## config.mk

```make
export PLATFORM = sky130hd
export DESIGN_NAME = fms_regs
export DESIGN_NICKNAME = d
export VERILOG_FILES = /design/src/design/fms_pkg.sv /design/src/design/fms_fan_if.sv /design/src/design/fms_fan_events.sv /design/src/design/fms_regs.sv
export SDC_FILE = /design/constraint.sdc
export NUM_CORES = 1
export LEC_CHECK = 0
export BUFFER_PORTS_ARGS = -buffer_cell sky130_fd_sc_hd__buf_2
export CAP_MARGIN = 10
export CORE_MARGIN = 5
export CORE_UTILIZATION = 45
export DETAILED_ROUTE_END_ITERATION = 10
export PLACE_DENSITY = 0.73
export SLEW_MARGIN = 20
export SYNTH_ARGS = -nofsm -noshare
export SYNTH_HDL_FRONTEND = slang
export SYNTH_HIERARCHICAL = 1
export SYNTH_SLANG_ARGS = --single-unit
```

## constraint.sdc

```tcl
create_clock -name pclk -period 2.16 [get_ports pclk]
set_input_delay 0.108 -clock pclk [delete_from_list [all_inputs] [get_ports pclk]]
set_output_delay 0.108 -clock pclk [all_outputs]
set_load 0.1 [all_outputs]
```

## src/design/fms_pkg.sv

```systemverilog
// fms_pkg: register map, field positions and reset values of the fan
// monitor status/capability register block.
// assumes: apb byte addresses are four times the register index.
package fms_pkg;

  // ------------------------------------------------------------
  // register indices (byte address = index * 4)
  // ------------------------------------------------------------
  localparam logic [7:0] IDX_SUMMARY_STATUS = 8'h00;
  localparam logic [7:0] IDX_CONFIG = 8'h01;
  localparam logic [7:0] IDX_FAN_CAPABILITY = 8'h02;
  localparam logic [7:0] IDX_FANS_IN_USE = 8'h03;
  localparam logic [7:0] IDX_GP_PIN_CAPABILITY = 8'h04;
  localparam logic [7:0] IDX_FAN_ALARM_SPEED = 8'h07;
  localparam logic [7:0] IDX_FAN_HOT_PLUG_SPEED = 8'h08;
  localparam logic [7:0] IDX_FAN_FORCE_FULL_SPEED = 8'h09;
  localparam logic [7:0] IDX_FAN1_STATUS = 8'h10;
  localparam logic [7:0] IDX_FAN2_STATUS = 8'h11;
  localparam int ADDR_W = 12;
  localparam int IDX_LSB = 2;
  localparam int NUM_FANS = 2;
  localparam int NUM_GP = 7;
  localparam int NUM_AIN = 2;
  localparam int NUM_TEMP = 3;

  // ------------------------------------------------------------
  // reset and constant values
  // ------------------------------------------------------------
  localparam logic [7:0] FAN_CAPABILITY_VAL = 8'h03;
  localparam logic [7:0] GP_PIN_CAPABILITY_VAL = 8'h7f;
  localparam logic [1:0] FAN_FORCE_FULL_RST = 2'h0;
  localparam logic [1:0] FAN_ALARM_RST = 2'h0;
  localparam logic [1:0] FAN_HOT_PLUG_RST = 2'h0;
  localparam logic FAN1_IN_USE_RST = 1'b1;
  localparam logic [7:0] CONFIG_RST = 8'h00;
  localparam logic [1:0] STRAP_WAIT = 2'h2;

  // ------------------------------------------------------------
  // configuration register fields
  // ------------------------------------------------------------
  localparam int CFG_INSTALL = 0;
  localparam int CFG_INT_MASK = 1;
  localparam int CFG_ALERT_DIS = 2;
  localparam int CFG_FREE_WHEEL = 3;
  localparam int CFG_START_MON = 4;
  localparam int CFG_FORCE_CASCADE = 5;
  localparam int CFG_FORCE_INT = 6;
  localparam int CFG_INT_POL = 7;

  // ------------------------------------------------------------
  // summary status fields
  // ------------------------------------------------------------
  localparam int ST_INT = 0;
  localparam int ST_CASCADE_IN = 1;
  localparam int ST_CASCADE_OUT = 2;
  localparam int ST_ALARM = 3;
  localparam int ST_HOT_PLUG = 4;
  localparam int ST_GP_EVENT = 5;
  localparam int ST_FAN_EVENT = 6;
  localparam int ST_THERMAL = 7;

  // ------------------------------------------------------------
  // per-fan status fields
  // ------------------------------------------------------------
  localparam int FS_MISSING = 0;
  localparam int FS_MISSING_L = 1;
  localparam int FS_FAULT = 2;
  localparam int FS_FAULT_L = 3;
  localparam int FS_SLEEP = 4;
  localparam int FS_HP_PRIO = 5;
  localparam int FS_TACH_L = 6;
  localparam int FS_HOT_PLUG_L = 7;
  localparam logic [7:0] FS_EVENT_MASK = 8'hca;
  localparam logic [7:0] FS_RW_MASK = 8'h30;
  localparam logic [3:0] GP_EVENT_MASK = 4'hf;

endpackage : fms_pkg

```

## src/design/fms_fan_if.sv

```systemverilog
// fms_fan_if: carries per-fan status writes from the register block to
// the fan event latch and the status bytes back.
// assumes: one pclk domain on both sides.
`timescale 1ns/100ps
`default_nettype none
interface fms_fan_if;
  logic [1:0] wr_stb;
  logic [7:0] wdata;
  logic [7:0] status [2];

  modport regs (output wr_stb, output wdata, input status);
  modport fan (input wr_stb, input wdata, output status);
endinterface : fms_fan_if
`default_nettype wire

```

## src/design/fms_fan_events.sv

```systemverilog
// fms_fan_events: per-fan status bytes with edge-latched event flags.
// assumes: fan pins are asynchronous; tach fault pulses are on pclk.
`timescale 1ns/100ps
`default_nettype none
module fms_fan_events (
  // clock and reset
  input wire logic pclk,
  input wire logic presetn,
  // fan pins, one bit per fan
  input wire logic [1:0] fan_present_n,
  input wire logic [1:0] fan_fault_n,
  input wire logic [1:0] tach_fault,
  // register side
  fms_fan_if.fan bus
);

  // ------------------------------------------------------------
  // pin synchronisers
  // ------------------------------------------------------------
  logic [1:0] pres_s1_q;
  logic [1:0] pres_s2_q;
  logic [1:0] pres_d_q;
  logic [1:0] flt_s1_q;
  logic [1:0] flt_s2_q;
  logic [1:0] flt_d_q;
  // edge detectors stay blind until the delay stage holds a real pin level,
  // else an installed fan reads as a hot-plug right after reset
  logic [2:0] arm_q;

  always_ff @(posedge pclk or negedge presetn) begin
    if (!presetn) begin
      pres_s1_q <= 2'h3;
      pres_s2_q <= 2'h3;
      pres_d_q <= 2'h3;
      flt_s1_q <= 2'h3;
      flt_s2_q <= 2'h3;
      flt_d_q <= 2'h3;
      arm_q <= 3'h0;
    end else begin
      pres_s1_q <= fan_present_n;
      pres_s2_q <= pres_s1_q;
      pres_d_q <= pres_s2_q;
      flt_s1_q <= fan_fault_n;
      flt_s2_q <= flt_s1_q;
      flt_d_q <= flt_s2_q;
      arm_q <= {arm_q[1:0], 1'b1};
    end
  end

  // ------------------------------------------------------------
  // latched flags per fan
  // ------------------------------------------------------------
  logic [7:0] st_q [2];

  for (genvar f = 0; f < 2; f++) begin : g_fan
    logic ev_missing;
    logic ev_fault;
    logic ev_hot_plug;
    logic clr_wr;
    logic absent;

    assign absent = pres_s2_q[f];
    assign ev_missing = pres_s2_q[f] & ~pres_d_q[f] & arm_q[2];
    assign ev_hot_plug = ~pres_s2_q[f] & pres_d_q[f] & arm_q[2];
    assign ev_fault = ~flt_s2_q[f] & flt_d_q[f] & arm_q[2];
    assign clr_wr = bus.wr_stb[f];

    // a write of 0 clears a flag, but a same-cycle event keeps it set
    always_ff @(posedge pclk or negedge presetn) begin
      if (!presetn) begin
        st_q[f] <= 8'h00;
      end else begin
        st_q[f][fms_pkg::FS_MISSING] <= absent;
        st_q[f][fms_pkg::FS_FAULT] <= ~flt_s2_q[f];
        st_q[f][fms_pkg::FS_MISSING_L] <= ev_missing |
          (st_q[f][fms_pkg::FS_MISSING_L] &
           ~(clr_wr & ~bus.wdata[fms_pkg::FS_MISSING_L]));
        st_q[f][fms_pkg::FS_FAULT_L] <= (ev_fault & ~absent) |
          (st_q[f][fms_pkg::FS_FAULT_L] & ~absent &
           ~(clr_wr & ~bus.wdata[fms_pkg::FS_FAULT_L]));
        st_q[f][fms_pkg::FS_TACH_L] <= (tach_fault[f] & ~absent) |
          (st_q[f][fms_pkg::FS_TACH_L] & ~absent &
           ~(clr_wr & ~bus.wdata[fms_pkg::FS_TACH_L]));
        st_q[f][fms_pkg::FS_HOT_PLUG_L] <= ev_hot_plug |
          (st_q[f][fms_pkg::FS_HOT_PLUG_L] &
           ~(clr_wr & ~bus.wdata[fms_pkg::FS_HOT_PLUG_L]));
        if (clr_wr) begin
          st_q[f][fms_pkg::FS_SLEEP] <= bus.wdata[fms_pkg::FS_SLEEP];
          st_q[f][fms_pkg::FS_HP_PRIO] <= bus.wdata[fms_pkg::FS_HP_PRIO];
        end
      end
    end

    assign bus.status[f] = st_q[f];
  end

endmodule // fms_fan_events
`default_nettype wire

```

## src/design/fms_regs.sv

```systemverilog
// fms_regs: apb register block of a dual fan monitor: summary status,
// capability, fans-in-use, speed overrides and per-fan status.
// assumes: event sources other than fan pins come from pclk-domain logic.
//
// Operation
// - two force-full-speed bits, reset zero
// - reserved bits read zero, writes ignored
// - status bit0 shows interrupt driven low
// - status bits 3,4,5,6,7 are live ORs
// - status bit1: cascade fault received from others
// - status bit2: this device drives cascade fault
// - status bit3: some fan at alarm speed
// - status bit4: some fan at hot-plug speed
// - status bit5: input pin and analog events
// - status bit6: OR of fan event flags
// - status bit7: OR of thermal fault bits
// - fan capability constant 03h, read-only
// - fan1 in-use set at reset, writable
// - fan2 in-use loaded from install strap
// - pin capability constant 7fh, read-only
// - fan event flags latch, cleared by zero
// - config install bit mirrors fan2 in-use
// - monitoring stopped forces all fans alarm speed
`timescale 1ns/100ps
`default_nettype none
module fms_regs (
  // clock and reset
  input wire logic pclk,
  input wire logic presetn,
  // apb slave
  input wire logic psel,
  input wire logic penable,
  input wire logic pwrite,
  input wire logic [11:0] paddr,
  input wire logic [31:0] pwdata,
  output logic [31:0] prdata,
  output logic pready,
  output logic pslverr,
  // fan pins
  input wire logic [1:0] fan_present_n,
  input wire logic [1:0] fan_fault_n,
  input wire logic [1:0] tach_fault,
  // strap and cascade fault pin
  input wire logic min_temp_install_strap,
  input wire logic cascade_fault_line_in,
  output logic cascade_fault_line_out,
  output logic cascade_fault_line_oe,
  // event sources from neighbouring register blocks
  input wire logic [27:0] gp_behaviour_bits,
  input wire logic [6:0] gp_is_input,
  input wire logic [1:0] analog_input_event,
  input wire logic [2:0] temp_fault_event,
  // interrupt pin and fan speed requests
  output logic int_pin,
  output logic [1:0] fan_full_speed,
  output logic [1:0] fan_alarm_speed,
  output logic [1:0] fan_hot_plug_speed
);

  // ------------------------------------------------------------
  // helpers
  // ------------------------------------------------------------
  function automatic logic fan_event(input logic [7:0] s);
    fan_event = |(s & fms_pkg::FS_EVENT_MASK);
  endfunction

  function automatic logic [31:0] byte_word(input logic [7:0] b);
    byte_word = {24'h000000, b};
  endfunction

  // ------------------------------------------------------------
  // fan event latch
  // ------------------------------------------------------------
  fms_fan_if fan_bus ();

  fms_fan_events u_fan_events (
    .pclk(pclk),
    .presetn(presetn),
    .fan_present_n(fan_present_n),
    .fan_fault_n(fan_fault_n),
    .tach_fault(tach_fault),
    .bus(fan_bus.fan)
  );

  // ------------------------------------------------------------
  // apb decode
  // ------------------------------------------------------------
  logic setup;
  logic access;
  logic wr_en;
  logic [7:0] idx;
  logic addr_ok;
  logic [7:0] wbyte;
  logic pready_q;
  logic pslverr_q;
  logic [31:0] prdata_q;

  assign setup = psel & ~penable;
  assign access = psel & penable & pready_q;
  assign idx = paddr[fms_pkg::IDX_LSB +: 8];
  assign addr_ok = (paddr[fms_pkg::IDX_LSB-1:0] == 2'h0) &&
                   (paddr[fms_pkg::ADDR_W-1:fms_pkg::IDX_LSB+8] == 2'h0);
  assign wbyte = pwdata[7:0];

  logic mapped;
  always_comb begin
    unique case (idx)
      fms_pkg::IDX_SUMMARY_STATUS, fms_pkg::IDX_CONFIG,
      fms_pkg::IDX_FAN_CAPABILITY, fms_pkg::IDX_FANS_IN_USE,
      fms_pkg::IDX_GP_PIN_CAPABILITY, fms_pkg::IDX_FAN_ALARM_SPEED,
      fms_pkg::IDX_FAN_HOT_PLUG_SPEED, fms_pkg::IDX_FAN_FORCE_FULL_SPEED,
      fms_pkg::IDX_FAN1_STATUS, fms_pkg::IDX_FAN2_STATUS: mapped = addr_ok;
      default: mapped = 1'b0;
    endcase
  end

  // writes land only on the completing edge of an error-free access
  assign wr_en = access & pwrite & mapped;

  // ------------------------------------------------------------
  // writable state
  // ------------------------------------------------------------
  logic [7:0] cfg_q;
  logic [1:0] full_q;
  logic [1:0] alarm_q;
  logic [1:0] hot_plug_q;
  logic fan1_used_q;
  logic fan2_used_q;

  always_ff @(posedge pclk or negedge presetn) begin
    if (!presetn) begin
      full_q <= fms_pkg::FAN_FORCE_FULL_RST;
    end else if (wr_en && idx == fms_pkg::IDX_FAN_FORCE_FULL_SPEED) begin
      full_q <= wbyte[1:0];
    end
  end

  always_ff @(posedge pclk or negedge presetn) begin
    if (!presetn) begin
      alarm_q <= fms_pkg::FAN_ALARM_RST;
      hot_plug_q <= fms_pkg::FAN_HOT_PLUG_RST;
    end else begin
      if (wr_en && idx == fms_pkg::IDX_FAN_ALARM_SPEED) begin
        alarm_q <= wbyte[1:0];
      end
      if (wr_en && idx == fms_pkg::IDX_FAN_HOT_PLUG_SPEED) begin
        hot_plug_q <= wbyte[1:0];
      end
    end
  end

  // install bit lives once, seen in config and fans-in-use alike
  always_ff @(posedge pclk or negedge presetn) begin
    if (!presetn) begin
      cfg_q <= fms_pkg::CONFIG_RST;
    end else if (wr_en && idx == fms_pkg::IDX_CONFIG) begin
      cfg_q <= wbyte;
    end
  end

  // ------------------------------------------------------------
  // install strap capture after reset release
  // ------------------------------------------------------------
  logic strap_s1_q;
  logic strap_s2_q;
  logic [1:0] strap_cnt_q;
  logic strap_done_q;

  always_ff @(posedge pclk or negedge presetn) begin
    if (!presetn) begin
      strap_s1_q <= 1'b0;
      strap_s2_q <= 1'b0;
    end else begin
      strap_s1_q <= min_temp_install_strap;
      strap_s2_q <= strap_s1_q;
    end
  end

  // the strap is sampled only once the synchroniser holds a real level
  always_ff @(posedge pclk or negedge presetn) begin
    if (!presetn) begin
      strap_cnt_q <= 2'h0;
      strap_done_q <= 1'b0;
    end else if (!strap_done_q) begin
      strap_cnt_q <= strap_cnt_q + 2'h1;
      strap_done_q <= (strap_cnt_q == fms_pkg::STRAP_WAIT);
    end
  end

  logic wr_fan2_used;
  assign wr_fan2_used = wr_en &&
    (idx == fms_pkg::IDX_FANS_IN_USE || idx == fms_pkg::IDX_CONFIG);

  always_ff @(posedge pclk or negedge presetn) begin
    if (!presetn) begin
      fan1_used_q <= fms_pkg::FAN1_IN_USE_RST;
      fan2_used_q <= 1'b0;
    end else begin
      if (wr_en && idx == fms_pkg::IDX_FANS_IN_USE) begin
        fan1_used_q <= wbyte[0];
      end
      if (wr_fan2_used) begin
        fan2_used_q <= (idx == fms_pkg::IDX_CONFIG) ?
          wbyte[fms_pkg::CFG_INSTALL] : wbyte[1];
      end else if (!strap_done_q && strap_cnt_q == fms_pkg::STRAP_WAIT) begin
        fan2_used_q <= strap_s2_q;
      end
    end
  end

  // ------------------------------------------------------------
  // cascade fault pin
  // ------------------------------------------------------------
  logic casc_s1_q;
  logic casc_s2_q;
  logic casc_drive_q;

  always_ff @(posedge pclk or negedge presetn) begin
    if (!presetn) begin
      casc_s1_q <= 1'b1;
      casc_s2_q <= 1'b1;
    end else begin
      casc_s1_q <= cascade_fault_line_in;
      casc_s2_q <= casc_s1_q;
    end
  end

  // ------------------------------------------------------------
  // live summary status, rebuilt every cycle
  // ------------------------------------------------------------
  logic [1:0] alarm_run;
  logic [1:0] hot_plug_run;
  logic [7:0] sum;
  logic int_active;
  logic [3:0] gp_flags [7];
  logic gp_any;
  logic casc_cause;

  always_comb begin
    gp_any = |analog_input_event;
    for (int g = 0; g < fms_pkg::NUM_GP; g++) begin
      gp_flags[g] = gp_behaviour_bits[4*g +: 4] & fms_pkg::GP_EVENT_MASK;
      gp_any = gp_any | (gp_is_input[g] & (|gp_flags[g]));
    end
  end

  // a stopped monitor parks every fan at alarm speed
  assign alarm_run = alarm_q | {2{~cfg_q[fms_pkg::CFG_START_MON]}};
  assign hot_plug_run = hot_plug_q;
  assign casc_cause = cfg_q[fms_pkg::CFG_FORCE_CASCADE] | (|temp_fault_event);

  always_comb begin
    sum = 8'h00;
    sum[fms_pkg::ST_CASCADE_IN] = ~casc_s2_q & ~casc_drive_q;
    sum[fms_pkg::ST_CASCADE_OUT] = casc_drive_q;
    sum[fms_pkg::ST_ALARM] = |alarm_run;
    sum[fms_pkg::ST_HOT_PLUG] = |hot_plug_run;
    sum[fms_pkg::ST_GP_EVENT] = gp_any;
    sum[fms_pkg::ST_FAN_EVENT] = fan_event(fan_bus.status[0]) |
                                 fan_event(fan_bus.status[1]);
    sum[fms_pkg::ST_THERMAL] = |temp_fault_event;
    int_active = ~cfg_q[fms_pkg::CFG_INT_MASK] &
      (cfg_q[fms_pkg::CFG_FORCE_INT] | sum[fms_pkg::ST_GP_EVENT] |
       sum[fms_pkg::ST_FAN_EVENT] | sum[fms_pkg::ST_THERMAL]);
    sum[fms_pkg::ST_INT] = int_pin == 1'b0 && int_active;
  end

  // ------------------------------------------------------------
  // pin and speed outputs
  // ------------------------------------------------------------
  logic int_pin_q;
  logic [1:0] alarm_out_q;
  logic [1:0] hot_plug_out_q;

  always_ff @(posedge pclk or negedge presetn) begin
    if (!presetn) begin
      int_pin_q <= 1'b1;
      casc_drive_q <= 1'b0;
      alarm_out_q <= 2'h0;
      hot_plug_out_q <= 2'h0;
    end else begin
      int_pin_q <= ~(int_active ^ cfg_q[fms_pkg::CFG_INT_POL]);
      casc_drive_q <= casc_cause;
      alarm_out_q <= alarm_run;
      hot_plug_out_q <= hot_plug_run;
    end
  end

  assign int_pin = int_pin_q;
  assign cascade_fault_line_out = 1'b0;
  assign cascade_fault_line_oe = casc_drive_q;
  assign fan_full_speed = full_q;
  assign fan_alarm_speed = alarm_out_q;
  assign fan_hot_plug_speed = hot_plug_out_q;

  // ------------------------------------------------------------
  // fan status writes
  // ------------------------------------------------------------
  assign fan_bus.wr_stb[0] = wr_en && idx == fms_pkg::IDX_FAN1_STATUS;
  assign fan_bus.wr_stb[1] = wr_en && idx == fms_pkg::IDX_FAN2_STATUS;
  assign fan_bus.wdata = wbyte;

  // ------------------------------------------------------------
  // read mux, no wait state; every answer is loaded into a flop in the setup cycle
  // ------------------------------------------------------------
  logic [7:0] rbyte;

  always_comb begin
    rbyte = 8'h00;
    unique case (idx)
      fms_pkg::IDX_SUMMARY_STATUS: rbyte = sum;
      fms_pkg::IDX_CONFIG: rbyte = {cfg_q[7:1], fan2_used_q};
      fms_pkg::IDX_FAN_CAPABILITY: rbyte = fms_pkg::FAN_CAPABILITY_VAL;
      fms_pkg::IDX_FANS_IN_USE: rbyte = {6'h00, fan2_used_q, fan1_used_q};
      fms_pkg::IDX_GP_PIN_CAPABILITY: rbyte = fms_pkg::GP_PIN_CAPABILITY_VAL;
      fms_pkg::IDX_FAN_ALARM_SPEED: rbyte = {6'h00, alarm_q};
      fms_pkg::IDX_FAN_HOT_PLUG_SPEED: rbyte = {6'h00, hot_plug_q};
      fms_pkg::IDX_FAN_FORCE_FULL_SPEED: rbyte = {6'h00, full_q};
      fms_pkg::IDX_FAN1_STATUS: rbyte = fan_bus.status[0];
      fms_pkg::IDX_FAN2_STATUS: rbyte = fan_bus.status[1];
      default: rbyte = 8'h00;
    endcase
  end

  // read-only registers have no write path at all
  always_ff @(posedge pclk or negedge presetn) begin
    if (!presetn) begin
      pready_q <= 1'b0;
      pslverr_q <= 1'b0;
      prdata_q <= 32'h00000000;
    end else begin
      pready_q <= setup;
      if (setup) begin
        pslverr_q <= ~mapped;
        prdata_q <= (!pwrite && mapped) ? byte_word(rbyte) : 32'h00000000;
      end else begin
        pslverr_q <= 1'b0;
      end
    end
  end

  assign pready = pready_q;
  assign pslverr = pslverr_q;
  assign prdata = prdata_q;

endmodule // fms_regs
`default_nettype wire

```

## After elaboration in Yosys (flattened, before gate mapping)

Cells that the tools add are included.

| operators by class | value |
|---|---|
| equal/unequal tests | 10 |
| multiplexer cells | 8 |
| add/sub/neg operators | 1 |
| bitwise logic cells | 98 |
| reduce and logical (&&, ||, !) cells | 33 |

Operator list:

| operator | count |
|---|---|
| $pmux W8 S10 | 1 |
| $and A1 B1 Y1 | 50 |
| $reduce_or A4 Y1 | 9 |
| $not A1 Y1 | 26 |
| $or A1 B1 Y1 | 20 |
| $eq A8 B2 Y1 const B | 2 |
| $eq A8 B3 Y1 const B | 2 |
| $eq A8 B4 Y1 const B | 2 |
| $eq A8 B5 Y1 const B | 2 |
| $logic_and A1 B1 Y1 | 12 |
| $reduce_or A10 Y1 | 1 |
| $eq A8 B1 Y1 const B | 1 |
| $logic_not A8 Y1 | 1 |
| $mux W8 | 1 |
| $mux W1 | 6 |
| $reduce_or A2 Y1 | 3 |
| $logic_not A2 Y1 | 2 |
| $reduce_or A3 Y1 | 1 |
| $add A2 B1 Y2 const B | 1 |
| $eq A2 B2 Y1 const B | 1 |
| $logic_not A1 Y1 | 2 |
| $or A2 B2 Y2 | 1 |
| $reduce_bool A2 Y1 | 1 |
| $logic_or A1 B1 Y1 | 1 |
| $xor A1 B1 Y1 | 1 |

| storage, ports and cells | value |
|---|---|
| register bits after elaboration | 94 |
| logic and storage cells | 180 |

## Depth between registers and ports, before layout

| depth | value |
|---|---|
| depth in word-level cells | 16 |
| depth in mapped cells | 7 |

## Modules after synthesis

Netlist, hierarchy kept.

By module, submodules not included:

| module | sequential area each (um2) | area an instance (um2) | cells an instance | instances |
|---|---|---|---|---|
| fms_regs | 955.9 | 2,284.7 | 217 | 1 |
| fms_fan_events | 790.8 | 1,026.0 | 63 | 1 |

## Worst setup path after synthesis

No wires, ideal clock.

| path | value |
|---|---|
| path type | register -> register |
| start | reg pready_q, in the netlist pready |
| end | reg hot_plug_q[0] |
| data required time | 2,035 ps |
| slack | -252 ps |
| period minus slack after synthesis | 2,412 ps |
| arrival time | 2,287 ps |
| cell stages (with the launch flop) | 5 |
| cells stage by stage | dfrtp_1 and4_1 o2111ai_4 or4_4 mux2_4 |

| between the ends | value |
|---|---|
| cells in the longest elaborated chain, start to end | 4 |

RTL lines:

| what | line | text |
|---|---|---|
| from (decl) | fms_regs.sv:94 | `logic pready_q;` |
| from (signal assigned) | fms_regs.sv:332 | `pready_q <= setup;` |
| $and A1 B1 Y1 | fms_regs.sv:99 | `assign access = psel & penable & pready_q;` |
| $and A1 B1 Y1 (2 in series) | fms_regs.sv:118 | `assign wr_en = access & pwrite & mapped;` |
| $logic_and A1 B1 Y1 | fms_regs.sv:146 | `if (wr_en && idx == fms_pkg::IDX_FAN_HOT_PLUG_SPEED) begin` |
| to (signal assigned) | fms_regs.sv:141 | `hot_plug_q <= fms_pkg::FAN_HOT_PLUG_RST;` |
| to (signal assigned) | fms_regs.sv:147 | `hot_plug_q <= wbyte[1:0];` |
| to (decl) | fms_regs.sv:126 | `logic [1:0] hot_plug_q;` |

Every way passes these cells.
A chain may end at the register's enable or synchronous reset.

## Worst setup path after layout

Ends and elaborated chain as after synthesis.

==> flow_summary.toml <==
[outcome]
outcome = "complete, no violations"

[sta]
worst_hold_slack_ps = 14.3
hold_violations = 0
setup_viol = 0
slew_headroom_pct = 53.4
slew_viol_final = 0
rsz0062_at_grt = "false"
clock_skew_ps = 8.44
tns_ps = 0
timing.final.crit_period_ps = 1830
worst_slack_ps = 332
max_freq_ghz = 0.547
finalCritPeriodShare_pct = 84.7
tightest_slew_ps = 699

[clock_tree]
cts_buffers = 9
clk_latency_ps = 350
cts_buffer_depth = 2
clkTransAtPathRegs_ps = 80
cts_tree = "done"
root_buffer = "clkbuf_8"
h-tree-depth = 3
cts_setup_buffers = 0
cts_sinks = 69

[critical_path]
worst_r2r_startpoint = "pready"
worstPathRequired_ps = 2400
r2r_slack_ps = 330
crit_type = "register to register"
end_kind = "register"
slowest_delay_ps = 580
cp_max_fo = 8
crit_arrival_ps = 2070
rr_worst_depth = 4
timing.rr.end = "hot_plug_q[0]"
critPathSlowestCell = "or4_4"
cp-startpoint = "pready"
startpoint_type = "register"
cp_cell_sequence = "and4_1 > o2111ai_4 > or4_4 > mux2_4"

[synth]
synth-edff-count = 0
synth.avg_cell_area_um2 = 11.8
synth_seq_cells = 69
netlist_instances = 280
synthTopCellsByArea = "dfrtp_1 40%, dfstp_2 13%, mux2_2 5.8%, buf_4 5.7%, mux2i_1 3.9%"
syn_area_um2 = 3310
synth_warnings = 6
synth-seq-area-share_pct = 52.8
synth_top_cells_by_count = "53 x dfrtp_1, 25 x buf_4, 17 x mux2_2"
yosysMostFrequentCell = "dfrtp_1"
yosysTopAreaCell = "dfrtp_1"
synthFlopType = "dfrtp_1"
synthDistinctLibCells = 57
synthArstFlopShare_pct = 100
synth_top_area_share_pct = 40.1

[layout]
fillers = 609
fin_cells = 504
antenna_cells = 0
drive_gt1_share_pct = 41.5
final_net_count = 498
synthToLayoutAreaGrowth_pct = 26.6

[floorplanning]
start_util_pct = 45.9
dieArea_um2 = 9170
num_io_pins = 140
core_area_um2 = 7210
die_h_um = 95.8
rows = 31
chipWidth_um = 95.8

[routing]
drc = 0
via_count = 2609
viasPerCell = 5.18
wirelength_um = 7930
drtPass1Iterations = 4
drt_iter0_drc = 225
ant_nets = 0
wl_per_cell_um = 15.7

[grt]
grt.total_usage_pct = 18.2
antenna_found_initial = 0
grt_pass1_wl_um = 12400
grt-ovfl-total = 0
first_global_vias = 2546
grt_max_degree = 41

[run]
maxCapViolCount = 0

[hold_path]
min_to = "cfg_q[7]"
hp-class = "input port to register"
hold_start = "pwdata[7]"
holdPathStages = 2

[power_and_ir_drop]
power_density_nw_per_um2 = 675
ir_drop_mv = 0.566
leakagePower_nw = 2.00
p_switching_mw = 0.848
power_frac_clock_pct = 36.7
power.total_mw = 2.83
pwr-share-seq_pct = 47.8
swShare_pct = 30.0
p_int_mw = 1.98
pwr-share-comb_pct = 15.4

[placement]
io_buffers = 90
dp_slack_ps = 156
globalplace.congestion = 0.890
dp.cells = 478
dp_hpwl_um = 6050
-- stage by stage --
| step | util, % | instance area, µm² |
|---|---|---|
| after floorplan | - | 3400 |
| after global placement | 54.0 | 3890 |
| after detailed placement | 54.0 | 3890 |
| after CTS | 58.1 | 4190 |
| after global routing | 58.1 | 4190 |
| final | 58.1 | 4190 |
-- logic make-up after synthesis --
logic type	synth area share, %
buffers and inverters	7.60
multiplexers	10.6
flip-flops	52.8
AND/OR/NAND/NOR	15.8
adder cells (fa/ha/maj)	0.378
AO/OA/AOI/OAI	12.1
XOR/XNOR	0.529
other	0.227
-- area by class of cell --
| cell class | instances | area [µm²] | area share, % |
|---|---|---|---|
| clock inverters | 7 | 73.8 | 1.76 |
| flip-flops and latches | 69 | 1750 | 41.7 |
| well taps | 99 | 124 | 2.95 |
| multi-input cells | 195 | 1400 | 33.5 |
| clock buffers | 9 | 124 | 2.95 |
| inverters | 8 | 30.0 | 0.716 |
| repair buffers | 117 | 691 | 16.5 |
-- power by group through the flow --
stage | logic [mW] | registers, mW | clock network [mW]
2_1_floorplan | 0.303 | 1.39 | 0
3_3_place_gp | 0.416 | 1.38 | 0
3_5_place_dp | 0.422 | 1.38 | 0
4_1_cts | 0.436 | 1.35 | 1.07
5_1_grt | 0.464 | 1.36 | 1.15
6_report | 0.436 | 1.35 | 1.04
-- layout by cell type, fill, tap and decap left out, types with 3 or more instances in the layout --
cell,count
nand2_1,12
or4_1,6
nand2b_1,11
dfrtp_1,52
o21ai_0,8
dlygate4sd3_1,10
mux2i_1,13
buf_2,90
mux2_2,17
nor4_1,8
inv_1,8
nor3_1,10
buf_4,16
a22o_1,7
conb_1,26
o41ai_1,7
nand3b_1,3
dfstp_2,16
nand3_1,6
nor2_1,10
clkbuf_8,9
-- flip-flops by register name, indices dropped and copies added (netlist names), 2 cells and up --
signal	count
u_fan_events/pres_d_q	2
fan_hot_plug_speed	2
u_fan_events/flt_s1_q	2
fan_full_speed	2
u_fan_events/bus.status	16
u_fan_events/pres_s2_q	2
fan_alarm_speed	2
cfg_q	7
u_fan_events/pres_s1_q	2
u_fan_events/arm_q	3
u_fan_events/flt_s2_q	2
strap_cnt_q	2
alarm_q	2
hot_plug_q	2
prdata	8
u_fan_events/flt_d_q	2
-- critical path: cells and delay by family (launching register included) --
kind,cells,cell delay [ps]
simple gates,2,850
flops,1,350
mux,1,310
compound gates,1,210
-- worst max path at each step --
stage                                to  cells past startpoint
after detailed placement  hot_plug_q[0]                      6
final                     hot_plug_q[0]                      4
after global placement    hot_plug_q[1]                      6
after floorplan           hot_plug_q[0]                      4
after global routing      hot_plug_q[0]                      4
after CTS                 hot_plug_q[0]                      4
-- layer usage --
metal	up-vias	wire length, µm	global-route usage, %
li1	1234	-	-
met1	1257	3390	23.6
met2	101	3710	28.5
met3	17	662	4.77
met4	0	165	8.29
met5	-	0	0
-- timing repair --
action | 4_1_cts | 5_1_grt
hold buffers | 10 | 0
resized for setup | 0 | 0
endpoints found under the hold margin | 36 | 0
(Power assumes the default switching activity.)
